**config.mk**
```make
export PLATFORM = sky130hd
export DESIGN_NAME = wort_top
export DESIGN_NICKNAME = d
export VERILOG_FILES = /design/src/wort_pkg.sv /design/src/wort_top.sv
export SDC_FILE = /design/constraint.sdc
export NUM_CORES = 1
export LEC_CHECK = 0
export BUFFER_PORTS_ARGS = -buffer_cell sky130_fd_sc_hd__buf_2
export CORE_ASPECT_RATIO = 0.5
export CORE_MARGIN = 10
export CORE_UTILIZATION = 25
export CTS_CLUSTER_SIZE = 24
export DETAILED_ROUTE_END_ITERATION = 10
export PLACE_DENSITY = 0.41
export SLEW_MARGIN = 25
export SYNTH_ARGS = -nofsm -noshare
export SYNTH_HDL_FRONTEND = slang
export SYNTH_SLANG_ARGS = --single-unit
```
**constraint.sdc**
```tcl
create_clock -name CLK -period 4.1 [get_ports CLK]
set_clock_uncertainty 0.1 [all_clocks]
set_input_delay 0.82 -clock CLK [delete_from_list [all_inputs] [get_ports CLK]]
set_output_delay 0.82 -clock CLK [all_outputs]
set_load 0.01 [all_outputs]
```
**src/wort_pkg.sv**
```systemverilog
package wort_pkg;
	// register offsets in the device map
	localparam logic [5:0] ADDR_WAKE_HIGH = 6'h1e;
	localparam logic [5:0] ADDR_WAKE_LOW  = 6'h1f;
	localparam logic [5:0] ADDR_WAKE_CTRL = 6'h20;

	// reset values
	localparam logic [7:0] RST_WAKE_HIGH = 8'h87;
	localparam logic [7:0] RST_WAKE_LOW  = 8'h6b;
	localparam logic       RST_PD        = 1'h1;
	localparam logic [2:0] RST_DELAY     = 3'h7;
	localparam logic       RST_CAL_EN    = 1'h1;
	localparam logic [1:0] RST_RES       = 2'h0;

	// wake_control field positions
	localparam int PD_BIT    = 7;
	localparam int DELAY_LSB = 4;
	localparam int CAL_BIT   = 3;
	localparam int RES_LSB   = 0;

	// slow clock is the crystal clock divided by this ratio
	localparam logic [9:0] SLOW_DIV = 10'h2ee;
	// length of the initial oscillator calibration, in slow periods
	localparam logic [3:0] CAL_PERIODS = 4'h4;

	// oscillator and timer state
	typedef enum logic [1:0] {
		ST_OFF = 2'b00,
		ST_CAL = 2'b01,
		ST_RUN = 2'b10
	} wort_state_t;

	// slow periods from wake event to receive start event
	function automatic logic [5:0] wort_delay(input logic [2:0] sel);
		case (sel)
			3'h0:    wort_delay = 6'h04;
			3'h1:    wort_delay = 6'h06;
			3'h2:    wort_delay = 6'h08;
			3'h3:    wort_delay = 6'h0c;
			3'h4:    wort_delay = 6'h10;
			3'h5:    wort_delay = 6'h18;
			3'h6:    wort_delay = 6'h20;
			default: wort_delay = 6'h30;
		endcase
	endfunction : wort_delay

	// last prescaler value: 2^(5*res) slow periods per count, minus one
	function automatic logic [14:0] wort_pre_last(input logic [1:0] res);
		case (res)
			2'h0:    wort_pre_last = 15'h0000;
			2'h1:    wort_pre_last = 15'h001f;
			2'h2:    wort_pre_last = 15'h03ff;
			default: wort_pre_last = 15'h7fff;
		endcase
	endfunction : wort_pre_last
endpackage : wort_pkg

```
**src/wort_top.sv**
```systemverilog
`timescale 1ns/1ps
module wort_top (
	// clock and reset
	input  wire logic       CLK,
	input  wire logic       RESETN,
	// register port
	input  wire logic [5:0] ADDR,
	input  wire logic       WR_EN,
	input  wire logic [7:0] WR_DATA,
	output logic      [7:0] RD_DATA,
	// timer events and oscillator status
	output logic            WAKE_EVENT,
	output logic            RX_START_EVENT,
	output logic            OSC_ON,
	output logic            CAL_BUSY
);

	////////////////////////////////////////////////////////////////////////
	// state

	logic [7:0]          hi_q, hi_d;
	logic [7:0]          lo_q, lo_d;
	logic                pd_q, pd_d;
	logic [2:0]          dly_sel_q, dly_sel_d;
	logic                cal_en_q, cal_en_d;
	logic [1:0]          res_q, res_d;
	wort_pkg::wort_state_t state_q, state_d;
	logic [9:0]          div_q, div_d;
	logic [3:0]          cal_q, cal_d;
	logic [14:0]         pre_q, pre_d;
	logic [15:0]         per_q, per_d;
	logic                d1_act_q, d1_act_d;
	logic [5:0]          d1_cnt_q, d1_cnt_d;
	logic [5:0]          d1_lim_q, d1_lim_d;
	logic                ev0_q, ev0_d;
	logic                ev1_q, ev1_d;
	logic [7:0]          rd_q, rd_d;
	logic                osc_q, osc_d;
	logic                busy_q, busy_d;

	logic                slow_tick;
	logic                wr_ctrl;
	logic [15:0]         period;
	logic [16:0]         per_next;

	assign wr_ctrl   = WR_EN && (ADDR == wort_pkg::ADDR_WAKE_CTRL);
	assign period    = {hi_q, lo_q};
	assign per_next  = {1'b0, per_q} + 17'h00001;
	// the slow clock is only modelled while the oscillator is powered
	assign slow_tick = (state_q != wort_pkg::ST_OFF)
		&& (div_q == wort_pkg::SLOW_DIV - 10'h001);

	////////////////////////////////////////////////////////////////////////
	// register writes and read data

	// writes take effect at the next edge; read data lags address by one
	always_comb begin
		hi_d      = hi_q;
		lo_d      = lo_q;
		pd_d      = pd_q;
		dly_sel_d = dly_sel_q;
		cal_en_d  = cal_en_q;
		res_d     = res_q;
		if (WR_EN && (ADDR == wort_pkg::ADDR_WAKE_HIGH)) begin
			hi_d = WR_DATA;
		end else if (WR_EN && (ADDR == wort_pkg::ADDR_WAKE_LOW)) begin
			lo_d = WR_DATA;
		end else if (wr_ctrl) begin
			pd_d      = WR_DATA[wort_pkg::PD_BIT];
			dly_sel_d = WR_DATA[wort_pkg::DELAY_LSB +: 3];
			cal_en_d  = WR_DATA[wort_pkg::CAL_BIT];
			res_d     = WR_DATA[wort_pkg::RES_LSB +: 2];
		end
		rd_d = 8'h00; // unmapped offsets read zero
		if (ADDR == wort_pkg::ADDR_WAKE_HIGH) begin
			rd_d = hi_q;
		end else if (ADDR == wort_pkg::ADDR_WAKE_LOW) begin
			rd_d = lo_q;
		end else if (ADDR == wort_pkg::ADDR_WAKE_CTRL) begin
			rd_d = {pd_q, dly_sel_q, cal_en_q, 1'b0, res_q};
		end
	end

	always_ff @(posedge CLK or negedge RESETN) begin
		if (!RESETN) begin
			hi_q      <= wort_pkg::RST_WAKE_HIGH;
			lo_q      <= wort_pkg::RST_WAKE_LOW;
			pd_q      <= wort_pkg::RST_PD;
			dly_sel_q <= wort_pkg::RST_DELAY;
			cal_en_q  <= wort_pkg::RST_CAL_EN;
			res_q     <= wort_pkg::RST_RES;
			rd_q      <= 8'h00;
		end else begin
			hi_q      <= hi_d;
			lo_q      <= lo_d;
			pd_q      <= pd_d;
			dly_sel_q <= dly_sel_d;
			cal_en_q  <= cal_en_d;
			res_q     <= res_d;
			rd_q      <= rd_d;
		end
	end

	////////////////////////////////////////////////////////////////////////
	// slow oscillator: power, divider and calibration

	// a falling powerdown bit starts calibration unless it is disabled
	always_comb begin
		state_d = state_q;
		cal_d   = cal_q;
		div_d   = 10'h000;
		if (state_q != wort_pkg::ST_OFF && !slow_tick) begin
			div_d = div_q + 10'h001;
		end
		case (state_q)
			wort_pkg::ST_OFF: begin
				cal_d = 4'h0;
				if (wr_ctrl && !WR_DATA[wort_pkg::PD_BIT]) begin
					if (WR_DATA[wort_pkg::CAL_BIT]) begin
						state_d = wort_pkg::ST_CAL;
					end else begin
						state_d = wort_pkg::ST_RUN;
					end
				end
			end
			wort_pkg::ST_CAL: begin
				if (!cal_en_q) begin
					state_d = wort_pkg::ST_RUN;
				end else if (slow_tick) begin
					cal_d = cal_q + 4'h1;
					if (cal_q == wort_pkg::CAL_PERIODS - 4'h1) begin
						state_d = wort_pkg::ST_RUN;
					end
				end
			end
			wort_pkg::ST_RUN: begin
				cal_d = 4'h0;
			end
			default: begin
				state_d = wort_pkg::ST_OFF;
			end
		endcase
		// powering down wins over any progress in the same cycle
		if (pd_d) begin
			state_d = wort_pkg::ST_OFF;
		end
		osc_d  = (state_d != wort_pkg::ST_OFF);
		busy_d = (state_d == wort_pkg::ST_CAL);
	end

	always_ff @(posedge CLK or negedge RESETN) begin
		if (!RESETN) begin
			state_q <= wort_pkg::ST_OFF;
			cal_q   <= 4'h0;
			div_q   <= 10'h000;
			osc_q   <= 1'b0;
			busy_q  <= 1'b0;
		end else begin
			state_q <= state_d;
			cal_q   <= cal_d;
			div_q   <= div_d;
			osc_q   <= osc_d;
			busy_q  <= busy_d;
		end
	end

	////////////////////////////////////////////////////////////////////////
	// wake period timer and receive start delay

	// a period of zero behaves as one count; changing resolution mid
	// count takes effect at once, so a long prescale may end early
	always_comb begin
		pre_d    = pre_q;
		per_d    = per_q;
		ev0_d    = 1'b0;
		ev1_d    = 1'b0;
		d1_act_d = d1_act_q;
		d1_cnt_d = d1_cnt_q;
		d1_lim_d = d1_lim_q;
		if (state_q != wort_pkg::ST_RUN) begin
			pre_d    = 15'h0000;
			per_d    = 16'h0000;
			d1_act_d = 1'b0;
			d1_cnt_d = 6'h00;
		end else if (slow_tick) begin
			if (pre_q >= wort_pkg::wort_pre_last(res_q)) begin
				pre_d = 15'h0000;
				if (per_next >= {1'b0, period}) begin
					per_d = 16'h0000;
					ev0_d = 1'b1;
				end else begin
					per_d = per_next[15:0];
				end
			end else begin
				pre_d = pre_q + 15'h0001;
			end
			if (d1_act_q) begin
				if ({2'b00, d1_cnt_q} + 8'h01 == {2'b00, d1_lim_q}) begin
					ev1_d    = 1'b1;
					d1_act_d = 1'b0;
				end else begin
					d1_cnt_d = d1_cnt_q + 6'h01;
				end
			end
			// a new wake event restarts the delay from zero
			if (ev0_d) begin
				d1_act_d = 1'b1;
				d1_cnt_d = 6'h00;
				d1_lim_d = wort_pkg::wort_delay(dly_sel_q);
			end
		end
	end

	always_ff @(posedge CLK or negedge RESETN) begin
		if (!RESETN) begin
			pre_q    <= 15'h0000;
			per_q    <= 16'h0000;
			ev0_q    <= 1'b0;
			ev1_q    <= 1'b0;
			d1_act_q <= 1'b0;
			d1_cnt_q <= 6'h00;
			d1_lim_q <= 6'h30;
		end else begin
			pre_q    <= pre_d;
			per_q    <= per_d;
			ev0_q    <= ev0_d;
			ev1_q    <= ev1_d;
			d1_act_q <= d1_act_d;
			d1_cnt_q <= d1_cnt_d;
			d1_lim_q <= d1_lim_d;
		end
	end

	////////////////////////////////////////////////////////////////////////
	// outputs, all from flip-flops

	assign RD_DATA        = rd_q;
	assign WAKE_EVENT     = ev0_q;
	assign RX_START_EVENT = ev1_q;
	assign OSC_ON         = osc_q;
	assign CAL_BUSY       = busy_q;

endmodule : wort_top
```
# Word level (Yosys, flattened, before mapping)
# Cells that the tools add are included.
[classes]
n_reduce_logical = 24
n_eq_ne = 21
n_mux = 48
bitwise_logic = 3
add_sub_neg = 6
order_cmp = 2
[op_table]
columns = ["cell", "n"]
rows = [
  ["$mux W15", 5],
  ["$mux W16", 4],
  ["$pmux W15 S3", 1],
  ["$pmux W6 S7", 1],
  ["$mux W6", 5],
  ["$mux W8", 3],
  ["$mux W1", 18],
  ["$add A16 B1 Y17 const B", 1],
  ["$ge A17 B16 Y1", 1],
  ["$add A15 B1 Y15 const B", 1],
  ["$ge A15 B15 Y1", 1],
  ["$eq A6 B5 Y1 const B", 2],
  ["$mux W2", 6],
  ["$reduce_and A3 Y1", 4],
  ["$add A10 B1 Y10 const B", 1],
  ["$eq A10 B10 Y1 const B", 1],
  ["$mux W10", 1],
  ["$reduce_bool A2 Y1", 5],
  ["$eq A3 B3 Y1 const B", 3],
  ["$mux W4", 2],
  ["$pmux W4 S2", 1],
  ["$add A6 B1 Y7 const B", 1],
  ["$eq A7 B6 Y1", 1],
  ["$add A6 B1 Y6 const B", 1],
  ["other kinds (18)", 34],
]
[totals]
in_bits = 17
ff_bits = 95

# Depth between registers and ports, before layout
[depth]
ltp_word = 11
ltp_mapped = 16

# Worst setup path after synthesis
# OpenSTA, ideal clock, no wires.
[synth_timing]
path_kind = "register to register"
from = "reg per_q[2]"
to = "reg d1_cnt_q[2]"
required_time_ns = 3.873
arrival_ns = 3.004
path_stages_with_launch = 16
slack_ns = 0.869
path_cell_list = "dfrtp_1 and3_1 and3_1 clkbuf_1 and3_1 and2_1 nand2_1 xnor2_1 ha_1 nand3_1 or2_2 o211ai_1 o21ai_0 clkbuf_1 o211ai_1 nand3_1"
[synth_between]
elab_chain_len = 9
elab_cells_between_ends = 12
cone_classes = "1 x add/sub; 1 x order compare; 1 x eq/ne; 7 x mux; 2 x reduce/logical"
[synth_rtl]
columns = ["element", "line", "text"]
rows = [
  ["start: declaration", "wort_top.sv:31", "logic [15:0] per_q, per_d;"],
  ["start signal: assignment", "wort_top.sv:225", "per_q <= per_d;"],
  ["$add A16 B1 Y17 *", "wort_top.sv:48", "assign per_next = {1'b0, per_q} + 17'h00001;"],
  ["$ge A17 B16 Y1 *", "wort_top.sv:188", "if (per_next >= {1'b0, period}) begin"],
  ["$mux W1 *", "wort_top.sv:188", ""],
  ["$mux W1 *", "wort_top.sv:186", "if (pre_q >= wort_pkg::wort_pre_last(res_q)) begin"],
  ["$mux W1 *", "wort_top.sv:185", "end else if (slow_tick) begin"],
  ["$mux W1 *", "wort_top.sv:180", "if (state_q != wort_pkg::ST_RUN) begin"],
  ["$mux W6", "wort_top.sv:206", "if (ev0_d) begin"],
  ["$mux W6", "wort_top.sv:185", ""],
  ["$mux W6", "wort_top.sv:180", ""],
  ["end signal: assignment", "wort_top.sv:229", "d1_cnt_q <= d1_cnt_d;"],
  ["end: declaration", "wort_top.sv:33", "logic [5:0] d1_cnt_q, d1_cnt_d;"],
]
# Mark *: on every way between the ends. The rest lies on a longest branch, timed or not. The select of a mux whose other input is x is not followed.
# A chain may end at the register's enable or synchronous reset.

# Worst setup path in the final report
[layout_timing]
from = "reg per_q[0]"
to = "reg per_q[10]"
[layout_between]
elab_chain_len = 6
[layout_rtl]
columns = ["element", "line"]
rows = [
  ["$add A16 B1 Y17 *", "wort_top.sv:48"],
  ["$ge A17 B16 Y1", "wort_top.sv:188"],
  ["$mux W16 *", "wort_top.sv:188"],
  ["$mux W16 *", "wort_top.sv:186"],
  ["$mux W16 *", "wort_top.sv:185"],
  ["$mux W16 *", "wort_top.sv:180"],
]
# Marks and branches as above.

==> metrics.md <==
| Metric | Value |
|---|---|
| Outcome | complete, no violations |
| Critical path class | register to register |
| Layout cell share with drive strength beyond 1 | 0.1745 |
| Fillers | around 2200 |
| Post-route ant nets | 0 |
| Internal | around 1.6 mW |
| XOR/XNOR Fraction of Synth Area | 0.06764 |
| Syn nets | slightly below 600 |
| Full die area | 27820 µm² |
| Ant diodes | 0 |
| CP max stage delay | approximately 440 ps |
| Delay-heaviest family, CP | compound AO/OA/AOI/OAI gates |
| Multiplexer area fraction after synthesis | 0.04525 |
| Dominant cell type by area after synthesis | dfrtp_1 |
| Max Cap Viol | 0 |
| Port bufs | 28 |
| Multi-input combinational cell area | 2784 µm² |
| DRC | 0 |
| Worst Path Arrival | approximately 3800 ps |
| CP Launch Type | register |
| Sequential Area | ~2400 µm² |
| CTS tree | yes |
| Critical-path cell list | ha_1 > nand3_1 > nor2_1 > and3_1 > xor2_1 > ha_1 > nand4_1 > nor3_1 > a2111oi_0 > o211ai_1 > buf_4 > a2111oi_4 > buf_4 > o21ai_0 > a31oi_1 |
| Syn Area/Cell | 9.905 µm² |
| Met3 WL | approximately 280 µm |
| Post-synthesis adder-cell area fraction | 0.08720 |
| Synth Area in Simple Gates | 0.1798 |
| I/O pin cnt | 29 |
| Peak supply drop | about 0.18 mV |
| Initial antenna violation count | 0 |
| Asr flop ratio synth | 1.000 |
| Cell Rows | 37 |
| Via count | between 3000 and 4000 |
| Vias in the first global route | slightly above 4000 |
| Layout Nets | approximately 620 |
| Final setup violation count | 0 |
| Mapped Area | approximately 5300 µm² |
| Largest net degree at the start of global routing | 56 |
| Tcrit/Tclk final | 0.8810 |
| Post-route cell area | 6121 µm² |
| Non-Filler Instances | approximately 850 |
| Critical path buffers and inverters | 2 |
| CTS sink count | 94 |
| Worst Path Max Fanout | 21 |
| #FFs+latches synth | 94 |
| Total Routing Usage GR | 0.09958 |
| Achievable Freq | 276.8 MHz |
| P&R area growth vs syn | 15.30% |
| Slowest-stage cell, CP | dfrtp_1 |
| H-tree Lvls | 3 |
| Metal2 WL | approximately 6000 µm |
| Post-synth top cells | dfrtp_1, nand2_1, nor2_1 |
| Post-DP HPWL | between 9000 and 10000 µm |
| Core area | a little over 20000 µm² |
| Rel. slew slack | 0.4329 |
| Worst EP required | between 4000 and 5000 ps |
| Share of the synthesized area in the top cell type | 0.3677 |
| Clock root buffer | clkbuf_16 |
| First-pass GRT wire length | ~22000 µm |
| Hold Fails Final Rpt | 0 |
| Final hold slack | slightly below 400 ps |
| Setup tns final | 0 ps |
| Distinct cell type count after synthesis | 55 |
| Clock Tree Buf Depth | 2 |
| CTS buffer count | 9 |
| Post-synthesis compound-gate area fraction | 0.1416 |
| Die Height | approximately 120 µm |
| Clock power frac | 0.414 |
| Number of iterations in the first detailed-routing pass | 4 |
| Post-route minimum period | between 3000 and 4000 ps |
| Final Max Slew Viols | 0 |
| Class of the worst hold path | register to register |
| Synth top area cells | dfrtp_1, ha_1, dfstp_2 |
| RSZ-0062 raised after global routing | no |
| Routed WL per cell | approximately 15 µm |
| Sequential area share after synthesis | 0.4469 |
| Worst-Margin Slew | about 840 ps |
| Clock-pin slew on the worst setup and hold paths | about 70 ps |
| Initial Utilization | 0.2565 |
| Placed insts | about 830 |
| Most frequent cell after synthesis | dfrtp_1 |
| Remaining Overflow, GRT | 0 |
| Syn Inst Count | approximately 540 |
| DRT iter0 DRCs | around 200 |
| Sw Ratio | 0.2685 |
| Primary FF master, synth | dfrtp_1 |
| Net load switching power | 0.5745 mW |
| Post-synth EDFFs | 0 |
| Post-DR vias/cell | 4.663 |
| Yosys warns | 0 |
| Final WL | between 10000 and 15000 µm |
| Combinational share of power | 0.113 |
| Clock Latency Late Sink | between 300 and 400 ps |
| Pleak | 2.741 nW |
| Gpl congestion | 0.7566 |
| Placed instance area | 5803 µm² |
| Main combinational cell family by area after synthesis | simple AND/OR/NAND/NOR gates |
| CP Capture Type | register |
| Reg power frac | 0.473 |
| Die width | around 230 µm |
| Highest routed metal layer | met4 |
| Cell Pwr Density | approximately 350 nW/µm² |
| M1 WL | 6563 µm |
==> layout by cell type, fill, tap and decap left out, drive strengths merged, types with 7 or more instances in the layout <==
cell,netlist,final
dfstp,16,16
xnor2,22,22
mux2,16,16
nand4,15,15
dfrtp,78,78
o21ai,34,34
a22o,10,10
xor2,19,19
buf,6,38
and2,7,7
a21o,7,7
and3,15,15
clkbuf,11,10
nor2,40,40
inv,26,28
a21oi,28,28
ha,37,37
nor3,9,9
nand3,22,22
a31oi,7,7
nand2,47,47
==> logic make-up (layout without fill, tap and decap cells) <==
group	count (synthesis)	in the layout
mux	22	22
fa+ha+maj	37	37
buf+inv	43	80
simple gates	184	184
xor+xnor	41	41
compound gates	115	115
flops	94	94
==> final cells by class <==
class                   instances  share of cell area
repair buffers                 38             0.03557
inverters                      26             0.01594
well taps                     273             0.05581
flip-flops and latches         94              0.3876
clock inverters                 6             0.01124
multi-input cells             399              0.4548
clock buffers                  10             0.03904
==> worst min-delay path, delay by kind of cell, from the launching register on <==
kind | cells | cell delay [ps]
compound gates | 1 | 60
flops | 1 | 380
simple gates | 1 | 50
==> sequential cells by signal (all words and copies together), names as in the netlist, 2 cells and up <==
name and flops:
RD_DATA 8, cal_q 4, d1_cnt_q 6, d1_lim_q 5, div_q 10, dly_sel_q 3, hi_q 8, lo_q 8
per_q 16, pre_q 15, res_q 2, state_q 2
==> stage by stage <==
step                total power, mW  setup slack, ps    util
floorplan                     1.171            869.0       -
CTS                           2.184            293.4  0.2953
detailed placement            1.274            308.7  0.2804
finish                        2.139            487.7  0.2958
global placement              1.273            352.8  0.2804
global route                  2.263            56.86  0.2958
==> worst paths after layout <==
| kind | startpoint | to | slack (ps) | cells past startpoint |
|---|---|---|---|---|
| hold reg to reg | d1_lim_q[5] | d1_lim_q[5] | 390 | 2 |
| setup reg to reg | per_q[0] | per_q[10] | 490 | 15 |
| min in group asynchronous | RESETN | RD_DATA[2] | 430 | 1 |
| max in group asynchronous | RESETN | d1_lim_q[4] | 2650 | 2 |
| hold / removal | d1_lim_q[5] | d1_lim_q[5] | 390 | 2 |
| setup / recovery | per_q[0] | per_q[10] | 490 | 15 |
==> what timing repair did <==
item / CTS / global route
gates resized for setup: 0 / 0
hold buffers: 0 / 0
setup buffers: 0 / 1
endpoints found under the setup margin: 0 / 3
==> layer usage <==
metal	vias to the layer above	GRT usage
li1	1980	-
met1	1926	0.1286
met2	31	0.1638
met3	8	0.02340
met4	0	0.02999
met5	-	0
==> power by group through the flow <==
stage	Clock, mW	Combinational [mW]	Sequential, mW
after floorplan	0	0.153	1.02
after global placement	0	0.244	1.03
after detailed placement	0	0.245	1.03
after CTS	0.926	0.247	1.01
after global routing	0.967	0.278	1.02
final	0.886	0.242	1.01
(Power assumes the default switching activity.)
